**src/usw_pkg.sv**
```systemverilog
// Package for the USB status / wake / receive-activity indicator block.
// Assumes a single 100 MHz core clock domain; no software register bus.
package usw_pkg;

  // Core clock
  localparam int unsigned CLK_HZ          = 100_000_000;

  // Receive activity toggle: about 10 Hz, so one half period of 50 ms
  localparam int unsigned RX_TOGGLE_MS    = 50;
  localparam int unsigned RX_TOGGLE_CYC   = (CLK_HZ / 1000) * RX_TOGGLE_MS;

  // Power draw threshold in bMaxPower units (one unit load)
  localparam logic [7:0]  MAX_POWER_LOW   = 8'h32;

  // Status pin configuration field layout
  localparam int unsigned CFG_W           = 4;
  localparam int unsigned CFG_POL_BIT     = 0;  // 1: active high
  localparam int unsigned CFG_RESET_BIT   = 1;
  localparam int unsigned CFG_SUSP_BIT    = 2;
  localparam int unsigned CFG_POWER_BIT   = 3;
  localparam logic [CFG_W-1:0] CFG_RESET_VAL = 4'h5; // active high, suspend only

  // Wake pulse length in core cycles
  localparam int unsigned WAKE_PULSE_CYC  = 1;

endpackage

```
**src/usw_toggle_timer.sv**
```systemverilog
// Free toggling divider for the receive activity pin.
// Assumes one clock domain; run is a synchronous level.
`timescale 1ns/1ns
module usw_toggle_timer #(
  parameter int unsigned HALF_CYC = 5_000_000
) (
  // Clock and reset
  input  wire logic ref_clk,
  input  wire logic nrst,
  // Control and output
  input  wire logic run,
  output logic      tog_out
);
  localparam int unsigned CW = $clog2(HALF_CYC + 1);

  // Elaboration guard: a shorter half period cannot wrap
  if (HALF_CYC < 2) begin : g_bad_half
    $error("HALF_CYC must be at least 2");
  end

  logic [CW-1:0] cnt_reg;
  logic [CW-1:0] cnt_next;
  logic          tog_reg;
  logic          wrap;

  // Counter wraps at the half period; it pauses while idle
  assign wrap     = run && (cnt_reg == CW'(HALF_CYC - 1));
  assign cnt_next = !run ? cnt_reg : (wrap ? '0 : cnt_reg + CW'(1));
  assign tog_out  = tog_reg;

  // Level freezes when idle so the pin does not flicker between bursts
  always_ff @(posedge ref_clk or negedge nrst) begin
    if (!nrst) begin
      cnt_reg <= '0;
      tog_reg <= 1'b0;
    end else begin
      cnt_reg <= cnt_next;
      tog_reg <= tog_reg ^ wrap;
    end
  end
endmodule

```
**src/usw_status_wake.sv**
```systemverilog
// Summary of operation
// - Reset selection asserts status output during host bus reset.
// - Suspend selection asserts status output while device is suspended.
// - Power-safe with bMaxPower at or below 0x32: assert only while suspended.
// - Power-safe with bMaxPower above 0x32: assert when suspended or unconfigured.
// - Configuration picks status polarity and which conditions drive it.
// - Status output deasserted whenever no selected condition holds.
// - After reset: active high, asserted only while suspended.
// - Falling edge on enabled wake input requests remote wakeup to host.
// - Enabled receive indicator toggles near 10 Hz while UART receives.
//
// Top of the status, wake and receive-activity logic.
// Assumes USB state inputs come from the device core, synchronous to ref_clk.
`timescale 1ns/1ns
module usw_status_wake #(
  parameter int unsigned RX_HALF_CYC = usw_pkg::RX_TOGGLE_CYC
) (
  // Clock and reset
  input  wire logic                     ref_clk,
  input  wire logic                     nrst,
  // USB device state
  input  wire logic                     usb_bus_reset,
  input  wire logic                     usb_suspended,
  input  wire logic                     usb_configured,
  input  wire logic [7:0]               max_power,
  // Status pin configuration
  input  wire logic                     cfg_load,
  input  wire logic [usw_pkg::CFG_W-1:0] status_pin_config,
  output logic      [usw_pkg::CFG_W-1:0] status_cfg_active,
  output logic                          usb_status_out,
  // Remote wakeup
  input  wire logic                     wake_enable,
  input  wire logic                     remote_wake_in,
  output logic                          wake_request,
  // Receive activity
  input  wire logic                     rx_ind_enable,
  input  wire logic                     uart_rx_busy,
  output logic                          rx_activity_out
);
  import usw_pkg::*;

  // Elaboration guard: the divider cannot wrap below two cycles
  if (RX_HALF_CYC < 2) begin : g_bad_half
    $error("RX_HALF_CYC too small");
  end

  logic [CFG_W-1:0] cfg_reg;
  logic             stat_reg;
  logic             stat_next;
  logic             wake_prev_reg;
  logic             wake_reg;
  logic             rx_pin_reg;
  logic             tog;
  logic             cond_power;
  logic             cond_any;
  logic             high_power;
  logic             wake_fall;
  logic             cfg_power_only;

  // Condition decode; power-safe depends on the requested draw
  assign high_power = max_power > MAX_POWER_LOW;
  assign cond_power = usb_suspended || (high_power && !usb_configured);
  // Any selected condition asserts; none selected holding deasserts
  assign cond_any = (cfg_reg[CFG_RESET_BIT] && usb_bus_reset)
                 || (cfg_reg[CFG_SUSP_BIT]  && usb_suspended)
                 || (cfg_reg[CFG_POWER_BIT] && cond_power);
  // Polarity bit set means active high
  assign stat_next = cond_any ~^ cfg_reg[CFG_POL_BIT];
  assign wake_fall = wake_enable && wake_prev_reg && !remote_wake_in;
  // Power-safe alone and active high; the power checks watch this code only
  assign cfg_power_only = cfg_reg[CFG_POWER_BIT] && cfg_reg[CFG_POL_BIT]
                       && !cfg_reg[CFG_RESET_BIT] && !cfg_reg[CFG_SUSP_BIT];

  assign usb_status_out    = stat_reg;
  assign status_cfg_active = cfg_reg;
  assign wake_request      = wake_reg;
  assign rx_activity_out   = rx_pin_reg;

  // Configuration; reset value gives active high, suspend only
  always_ff @(posedge ref_clk or negedge nrst) begin
    if (!nrst) begin
      cfg_reg <= CFG_RESET_VAL;
    end else if (cfg_load) begin
      cfg_reg <= status_pin_config;
    end
  end

  // Status pin registered so it never glitches on decode changes
  always_ff @(posedge ref_clk or negedge nrst) begin
    if (!nrst) begin
      stat_reg <= 1'b0;
    end else begin
      stat_reg <= stat_next;
    end
  end

  // Wake edge detect; previous level starts high as the pin is pulled up
  always_ff @(posedge ref_clk or negedge nrst) begin
    if (!nrst) begin
      wake_prev_reg <= 1'b1;
      wake_reg      <= 1'b0;
    end else begin
      wake_prev_reg <= remote_wake_in;
      wake_reg      <= wake_fall;
    end
  end

  // Receive activity divider
  usw_toggle_timer #(
    .HALF_CYC (RX_HALF_CYC)
  ) u_rx_tog (
    .ref_clk (ref_clk),
    .nrst    (nrst),
    .run     (rx_ind_enable && uart_rx_busy),
    .tog_out (tog)
  );

  // Indicator parks low while the pin serves another use
  always_ff @(posedge ref_clk or negedge nrst) begin
    if (!nrst) begin
      rx_pin_reg <= 1'b0;
    end else begin
      rx_pin_reg <= rx_ind_enable && tog;
    end
  end
endmodule

```
**config.mk**
```make
export PLATFORM = sky130hd
export DESIGN_NAME = usw_status_wake
export DESIGN_NICKNAME = d
export VERILOG_FILES = /design/src/usw_pkg.sv /design/src/usw_toggle_timer.sv /design/src/usw_status_wake.sv
export SDC_FILE = /design/constraint.sdc
export NUM_CORES = 1
export LEC_CHECK = 0
export BUFFER_PORTS_ARGS = -buffer_cell sky130_fd_sc_hd__buf_2
export CAP_MARGIN = 40
export CELL_PAD_IN_SITES_DETAIL_PLACEMENT = 1
export CELL_PAD_IN_SITES_GLOBAL_PLACEMENT = 2
export CORE_MARGIN = 2
export CORE_UTILIZATION = 34
export CTS_CLUSTER_SIZE = 30
export DETAILED_ROUTE_END_ITERATION = 16
export PLACE_DENSITY = 0.9
export REMOVE_ABC_BUFFERS = 1
export SLEW_MARGIN = 30
export SYNTH_ARGS = -nofsm -noshare
export SYNTH_HDL_FRONTEND = slang
export SYNTH_SLANG_ARGS = --single-unit
```
**constraint.sdc**
```tcl
create_clock -name ref_clk -period 2.1 [get_ports ref_clk]
set_input_delay 0 -clock ref_clk [delete_from_list [all_inputs] [get_ports ref_clk]]
set_output_delay 0 -clock ref_clk [all_outputs]
set_load 0.02 [all_outputs]
```
==> results of run 1 <==
==> area by class of cell <==
type                            instances  area [um2]  share of cell area
Tap cell                               52        65.1              0.0330
Clock inverter                          2        10.0             0.00508
Sequential cell                        32         805               0.408
Multi-Input combinational cell        123         759               0.385
Inverter                                6        22.5              0.0114
Clock buffer                            6        82.6              0.0419
Timing Repair Buffer                   37         228               0.115
==> kinds of logic (layout without fill, tap and decap cells) <==
logic type      after synthesis  after routing  synth area share
buf+inv                      10             51            0.0242
compound gates               20             20            0.0828
mux                           4              4            0.0273
fa+ha+maj                     1              1           0.00781
flops                        32             32             0.502
simple gates                 84             84             0.279
xor+xnor                     14             14            0.0765
==> through the flow <==
step           setup slack (ns)  std cells  hold WS (ns)  instance area (um2)  power (mW)
2_1_floorplan             0.400        161        -0.296                 1590       0.844
3_3_place_gp              0.325        242        0.0841                 1800       0.911
3_5_place_dp              0.168        242         0.108                 1800       0.930
4_1_cts                   0.162        258       0.00129                 1970        1.44
5_1_grt                 0.00181        258       0.00705                 1970        1.50
6_report                  0.177        258       0.00398                 1970        1.42
==> worst max-delay path, delay by kind of cell, from the launching register on <==
| family | cells | cell delay [ns] |
|---|---|---|
| adder cells (fa/ha/maj) | 1 | 0.20 |
| AND/OR/NAND/NOR | 3 | 1.03 |
| flip-flops | 1 | 0.40 |
| AO/OA/AOI/OAI | 1 | 0.17 |
==> metal layers <==
layer | GRT usage | up-vias | share of wire
met3 | 0.0608 | 14 | 0.052
met4 | 0.0864 | 0 | 0.027
met2 | 0.313 | 45 | 0.50
met1 | 0.197 | 709 | 0.42
li1 | - | 676 | -
met5 | 0 | - | 0
==> final timing paths <==
path                                     startpoint              endpoint  slack, ns
worst max-delay path            u_rx_tog.cnt_reg[0]   u_rx_tog.cnt_reg[1]       0.18
worst min-delay path                       cfg_load  status_cfg_active[3]      0.004
worst max register to register  u_rx_tog.cnt_reg[0]   u_rx_tog.cnt_reg[1]       0.18
worst min register to register        wake_prev_reg          wake_request       0.48
max in group asynchronous                      nrst  u_rx_tog.cnt_reg[12]       1.31
min in group asynchronous                      nrst      u_rx_tog.tog_out       0.32
==> Yosys cell counts (all sizes together), types with 2 or more instances <==
cell type / instances / share of area
and2: 3 / 0.012
and3: 5 / 0.020
and4: 3 / 0.016
clkbuf: 3 / 0.0070
dfrtp: 29 / 0.45
dfstp: 3 / 0.049
inv: 6 / 0.014
mux2: 3 / 0.021
nand2: 24 / 0.056
nand3: 9 / 0.031
nand4: 8 / 0.031
nor2: 11 / 0.026
nor3: 2 / 0.0062
nor4: 6 / 0.023
nor4b: 2 / 0.011
o21ai: 8 / 0.025
o31ai: 2 / 0.0094
or3: 4 / 0.016
or4: 3 / 0.014
xnor2: 12 / 0.066
xor2: 2 / 0.011
==> power groups by stage <==
stage / clock network, mW / registers [mW] / logic (mW)
after floorplan: 0 / 0.750 / 0.0941
after detailed placement: 0 / 0.747 / 0.182
after global routing: 0.537 / 0.751 / 0.215
after global placement: 0 / 0.740 / 0.172
after CTS: 0.508 / 0.738 / 0.194
final: 0.496 / 0.738 / 0.191
==> repair_timing <==
item	4_1_cts	5_1_grt
buffers inserted	0	0
endpoints found under the hold margin	36	0
hold buffers	8	0
==> summary.md, run 1 <==
| Metric | Value |
|---|---|
| Outcome | finished clean |
| Worst-path clk slew | 0.07 ns |
| Depth of the CTS H-tree | 2 |
| Synth-to-layout area growth | 23.0% |
| CP Capture Type | flip-flop |
| Yosys warning total | 0 |
| RSZ-0062 raised after global routing | false |
| Slowest stage cell, crit path | or3_1 |
| R2R depth | 5 |
| Number of max-cap violations | 0 |
| Via count | 1444 |
| Internal | 1.03 mW |
| Initial drt markers | 73 |
| Clk sink count | 32 |
| Crit path max fanout | 9 |
| CTS tree | yes |
| Die width | 72.7 um |
| Syn Std Cell Area | 1600 um2 |
| Hold depth | 2 |
| Starting density of the core | 0.361 |
| Input/output buffers | 28 |
| RD Place Congestion | 0.779 |
| Peak VDD IR | 0.584 mV |
| Post-synthesis register bit count | 32 |
| # DRC | 0 |
| Setup CP Type | flip-flop to flip-flop |
| Root Driver | clkbuf_8 |
| Asr flop ratio synth | 1.00 |
| Crit path required time | 2.26 ns |
| Max-slew violation count | 0 |
| Ports | 29 |
| Die Area | 5280 um2 |
| Fill cell count | 523 |
| GRT Total Usage | 0.180 |
| Drt pass-1 iters | 4 |
| First-pass GRT wire length | 7110 um |
| Largest net degree at the start of global routing | 33 |
| Sw frac | 0.280 |
| Slew headroom | 0.514 |
| Nets | 228 |
| Final core occ | 0.444 |
| Worst path arrival time | 2.08 ns |
| Worst Skew | 0.00501 ns |
| # rows | 24 |
| Routed Antenna Nets | 0 |
| Placed wire-length estimate | 3120 um |
| Total core area | 4440 um2 |
| Fin crit period | 1.92 ns |
| Synth Flop Type | dfrtp_1 |
| Initial antenna violation count | 0 |
| Final setup viols | 0 |
| Die Height | 72.7 um |
| Post-synthesis sequential area ratio | 0.502 |
| Clk pwr share | 0.348 |
| CTS buffer count | 5 |
| DR WL/cell | 16.5 um |
| Leakage | 0.880 nW |
| DRT Wirelength | 4270 um |
| Post-Syn Instances | 165 |
| Most frequent cells in the layout | dfrtp_1 (29), buf_2 (28), nand2_1 (24) |
| Final hold vios | 0 |
| CP cell instances | ha_1 > nand3_2 > or3_1 > nor2_1 > o21ai_0 |
| Number of flops mapped to enable cells by yosys | 0 |
| Worst path max stage delay | 0.50 ns |
| Startpoint types | flip-flop |
| Final Cycle Share | 0.916 |
| Worst Tran Pin Value | 0.730 ns |
| Total gr overflow | 0 |
| DR vias/cell | 5.60 |
| Share of post-route cells with drive strength above 1 | 0.218 |
| CTS resizes | 0 |
| Power per cell area | 723 nW/um2 |
| Setup TNS | 0 ns |
| Fmax | 520 MHz |
| Sequential share of power | 0.518 |
| N_diodes | 0 |
| CTS Buffer Depth | 2 |
| Type of the worst min-delay path | input port to flip-flop |
| Clk_lat worst skew | 0.29 ns |
| Most common cell after layout, fill and taps aside | dfrtp_1 |
| P_sw | 0.399 mW |
| Max reg flops | 23 |
| Number of global-route vias before repair | 1517 |
| Comb pwr share | 0.134 |
| Cell variety after synth | 39 |
| Syn avg cell area | 9.71 um2 |
(Power assumes the default switching activity.)
==> run 2, diff against run 1 <==
clock period = 2.02 ns   (was 2.1 ns; I/O delays follow)
==> run 2 against run 1 <==
Worst hold slack gained 0.0028 ns. Clock skew is essentially flat. Global-route usage shrank 0.10 points.
==> summary.md, run 2 (same netlist as run 1, synthesis figures left out) <==
| Metric | Value |
|---|---|
| Outcome | finished clean |
| CTS Buffer Depth | 2 |
| Depth of the CTS H-tree | 2 |
| Final setup viols | 0 |
| Worst path arrival time | 2.15 ns |
| Placed wire-length estimate | 3040 um |
| Overall Power | 1.48 mW |
| Setup CP Type | flip-flop to flip-flop |
| Drt pass-1 iters | 4 |
| CTS buffer count | 5 |
| Clk sink count | 32 |
| Initial drt markers | 48 |
| Placed cell areas | 1800 um2 |
| Startpoint types | flip-flop |
| Routed Antenna Nets | 0 |
| Total gr overflow | 0 |
| CTS tree | yes |
| Type of the worst min-delay path | input port to flip-flop |
| Power per cell area | 745 nW/um2 |
| Synth-to-layout area growth | 23.8% |
| Total core area | 4440 um2 |
| Clk_lat worst skew | 0.29 ns |
| Comb pwr share | 0.135 |
| Die Area | 5280 um2 |
| Root Driver | clkbuf_8 |
| Worst Tran Pin Value | 0.724 ns |
| Ports | 29 |
| DRT Wirelength | 4240 um |
| Setup TNS | 0 ns |
| N_diodes | 0 |
| Final Cycle Share | 0.950 |
| Fmax | 521 MHz |
| DR WL/cell | 16.4 um |
| Crit path max fanout | 9 |
| DR vias/cell | 5.59 |
| # DRC | 0 |
| Sequential share of power | 0.518 |
| RSZ-0062 raised after global routing | false |
| Max reg flops | 23 |
| Die width | 72.7 um |
| Setup WS pre-CTS | 0.100 ns |
| Max-slew violation count | 0 |
| RD Place Congestion | 0.772 |
| Most common cell after layout, fill and taps aside | dfrtp_1 |
| CP Capture Type | flip-flop |
| Fill cell count | 520 |
| Nets | 229 |
| Most frequent cells in the layout | dfrtp_1 (29), buf_2 (28), nand2_1 (24) |
| Peak VDD IR | 0.411 mV |
| GRT Total Usage | 0.179 |
| # rows | 24 |
| Design area | 1980 um2 |
| Internal | 1.07 mW |
| Fin crit period | 1.92 ns |
| First-pass GRT wire length | 7140 um |
| Slew headroom | 0.518 |
| Placed cells | 242 |
| Die Height | 72.7 um |
| P_sw | 0.410 mW |
| Starting density of the core | 0.361 |
| Number of global-route vias before repair | 1564 |
| Initial antenna violation count | 0 |
| Number of max-cap violations | 0 |
| Share of post-route cells with drive strength above 1 | 0.222 |
| Clk pwr share | 0.346 |
| Final std cells w/o fill | 259 |
| Crit path required time | 2.25 ns |
| Worst-path clk slew | 0.07 ns |
| Sw frac | 0.277 |
| Largest net degree at the start of global routing | 33 |
| Leakage | 0.883 nW |
| Worst Skew | 0.00504 ns |
| Final hold vios | 0 |
| Via count | 1449 |
| Input/output buffers | 28 |
| Final worst slack | 0.102 ns |
==> run 2: changes by cell type in the layout (fill, tap and decap cells not counted) <==
cell / before / now
dlygate4sd3_1: 8 / 9
nor2_1: 11 / 10
nor2_2: 0 / 1
==> run 2: worst paths after layout <==
path                                startpoint                    to  slack, ns  cells past startpoint
setup / recovery           u_rx_tog.cnt_reg[0]  u_rx_tog.cnt_reg[16]       0.10                      5
hold reg to reg               u_rx_tog.tog_out      u_rx_tog.tog_out       0.46                      1
max in group asynchronous                 nrst  status_cfg_active[3]       1.26                      2
hold / removal                    uart_rx_busy   u_rx_tog.cnt_reg[1]      0.007                      3
setup reg to reg           u_rx_tog.cnt_reg[0]  u_rx_tog.cnt_reg[16]       0.10                      5
min in group asynchronous                 nrst   u_rx_tog.cnt_reg[3]       0.30                      2
==> run 2: repair_timing <==
action | 4_1_cts | 5_1_grt
hold endpoints to repair | 36 | 0
hold buffers | 9 | 0
endpoints found under the setup margin | 0 | 4
gates resized for setup | 0 | 1
buffers inserted | 0 | 0
==> run 2: metrics by stage <==
step | util | hold slack (ns)
finish | 0.447 | 0.00682
global route | 0.447 | 0.0350
CTS | 0.446 | 0.00339
detailed placement | 0.405 | 0.102
global placement | 0.405 | 0.0754
floorplan | - | -0.296
==> run 2: cell type report <==
class	count	area, um2	share of cell area
Sequential cell	32	805	0.405
Clock inverter	2	10.0	0.00504
Clock buffer	6	82.6	0.0416
Inverter	6	22.5	0.0113
Timing Repair Buffer	38	238	0.120
Multi-Input combinational cell	123	762	0.384
Tap cell	52	65.1	0.0328
==> run 2: layer usage <==
layer / wire, um / vias up / track usage
met1: 1750 / 732 / 0.198
met3: 193 / 7 / 0.0525
met4: 75 / 0 / 0.0761
li1: - / 678 / -
met2: 2230 / 32 / 0.320
met5: 0 / - / 0
==> run 2: worst max-delay path: stages (launching register included) <==
cell and delay [ns]:
dfrtp_1 0.39, ha_1 0.20, nand3_2 0.14, or3_1 0.52
or4_1 0.51, nand3_1 0.09
==> run 2: power by group through the flow <==
stage               clock network (mW)  registers, mW  logic, mW
floorplan                            0          0.780     0.0979
global placement                     0          0.768      0.177
detailed placement                   0          0.778      0.187
CTS                              0.528          0.766      0.203
global route                     0.561          0.774      0.224
finish                           0.512          0.766      0.200
==> run 3, diff against run 2 <==
GPL_TIMING_DRIVEN = 0   (was default)
MAX_ROUTING_LAYER = met4   (was default)
REMOVE_ABC_BUFFERS = default   (was 1)
==> run 3 against run 2 <==
Combinational power up 5%. Clock power rose by 35%. Wire length grew 1.4%. Sequential share of layout area decreased by 1.1 points. Sequential cell count did not move. Register-to-register slack improved by 0.02 ns. Final cell count grew 1.5%. Utilization rose by 1.2 points. Critical path type unchanged. Critical endpoint is now u_rx_tog.cnt_reg[1]. Largest power group unchanged. Highest routed layer unchanged.
==> summary.md, run 3 (same netlist as run 1, synthesis figures left out) <==
| Metric | Value |
|---|---|
| Input/output buffers | 28 |
| Setup CP Type | flip-flop to flip-flop |
| DR vias/cell | 5.48 |
| Slew headroom | 0.521 |
| Power per cell area | 816 nW/um2 |
| Largest net degree at the start of global routing | 33 |
| Final setup viols | 0 |
| Worst Skew | 0.00308 ns |
| Via count | 1440 |
| Ports | 29 |
| Worst-path clk slew | 0.07 ns |
| GRT Total Usage | 0.190 |
| Initial drt markers | 47 |
| CP Capture Type | flip-flop |
| Total core area | 4440 um2 |
| Setup WS pre-CTS | 0.0110 ns |
| Initial antenna violation count | 0 |
| Share of post-route cells with drive strength above 1 | 0.223 |
| Type of the worst min-delay path | input port to flip-flop |
| Synth-to-layout area growth | 27.2% |
| Crit path max fanout | 10 |
| Peak VDD IR | 0.423 mV |
| Max reg flops | 23 |
| DRT Wirelength | 4300 um |
| Die Area | 5280 um2 |
| CTS Buffer Depth | 2 |
| Placed cells | 245 |
| First-pass GRT wire length | 7410 um |
| Max-slew violation count | 0 |
| Leakage | 0.902 nW |
| Number of max-cap violations | 0 |
| Root Driver | clkbuf_8 |
| Die width | 72.7 um |
| Drt pass-1 iters | 4 |
| RSZ-0062 raised after global routing | false |
| CTS tree | yes |
| Clk_lat worst skew | 0.29 ns |
| Worst path arrival time | 2.07 ns |
| Routed Antenna Nets | 0 |
| Final core occ | 0.459 |
| DR WL/cell | 16.3 um |
| Crit path required time | 2.19 ns |
| CTS buffer count | 5 |
| # DRC | 0 |
| Final hold vios | 0 |
| RD Place Congestion | 0.766 |
| Nets | 233 |
| Final std cells w/o fill | 263 |
| # rows | 24 |
| Outcome | finished clean |
| Setup TNS | 0 ns |
| Startpoint types | flip-flop |
| Overall Power | 1.66 mW |
| Fin crit period | 1.90 ns |
| Final worst slack | 0.119 ns |
| Most frequent cells in the layout | buf_2 (29), dfrtp_1 (29), nand2_1 (24) |
| Die Height | 72.7 um |
| Clk sink count | 32 |
| Fmax | 526 MHz |
| Placed wire-length estimate | 3080 um |
| N_diodes | 0 |
| Final Cycle Share | 0.941 |
| Number of global-route vias before repair | 1568 |
| Total gr overflow | 0 |
| Net count after synthesis | 188 |
| Starting density of the core | 0.361 |
| Fill cell count | 521 |
| Depth of the CTS H-tree | 2 |
| Worst Tran Pin Value | 0.718 ns |
[run 3: cell types whose count changed in the layout (fill, tap and decap cells not counted)]
cell and delta:
clkbuf_1 +3, clkinv_2 -2, bufinv_16 +1, nor2_2 -1, nor2_4 +1, clkbuf_8 +1
buf_2 +1
[run 3: critical path, stage by stage (launching register included)]
cell and delay [ns]:
dfrtp_1 0.36, clkbuf_1 0.22, nor4b_1 0.40, nand4_1 0.37, nor2_4 0.29, o21ai_0 0.13
[run 3: layer usage]
| layer | GRT usage | vias to the layer above | part of all wire |
|---|---|---|---|
| met2 | 0.324 | 33 | 0.52 |
| met5 | - | - | 0 |
| li1 | - | 689 | - |
| met3 | 0.0387 | 6 | 0.043 |
| met1 | 0.219 | 712 | 0.42 |
| met4 | 0.0782 | 0 | 0.018 |
[run 3: what timing repair did]
| item | in CTS | in global routing |
|---|---|---|
| endpoints found under the setup margin | 2 | 4 |
| setup buffers | 0 | 1 |
| hold buffers | 9 | 0 |
| gates resized for setup | 1 | 1 |
| pin swaps | 0 | 0 |
| endpoints found under the hold margin | 35 | 0 |
[run 3: final timing paths]
| check | from | endpoint | slack, ns | cells after the start |
|---|---|---|---|---|
| max | u_rx_tog.cnt_reg[6] | u_rx_tog.cnt_reg[1] | 0.12 | 5 |
| min | uart_rx_busy | u_rx_tog.cnt_reg[1] | 0.03 | 3 |
| max reg2reg | u_rx_tog.cnt_reg[6] | u_rx_tog.cnt_reg[1] | 0.12 | 5 |
| min reg2reg | u_rx_tog.tog_out | u_rx_tog.tog_out | 0.47 | 1 |
| max in group asynchronous | nrst | u_rx_tog.cnt_reg[20] | 1.26 | 2 |
| min in group asynchronous | nrst | status_cfg_active[3] | 0.29 | 2 |
[run 3: layout make-up]
type,count,area [um2],area share
buffer,4,16.3,0.00798
clock buffer,7,96.3,0.0472
clock inverter,1,30.0,0.0147
inverter,6,22.5,0.0110
multi-input combinational,123,767,0.376
sequential,32,805,0.394
tap,52,65.1,0.0319
timing repair buffer,38,238,0.117
[run 3: stage by stage]
step,hold WS (ns),area (um2)
5_1_grt,0.0279,2040
3_3_place_gp,0.0877,1810
6_report,0.0267,2040
4_1_cts,0.0219,2030
3_5_place_dp,0.107,1810
2_1_floorplan,-0.296,1600
[run 3: where the power goes]
part	total, mW	internal [mW]	switching (mW)
registers	0.762	0.704	0.0581
logic	0.210	0.0987	0.111
clock network	0.692	0.435	0.257
total	1.66	1.24	0.426
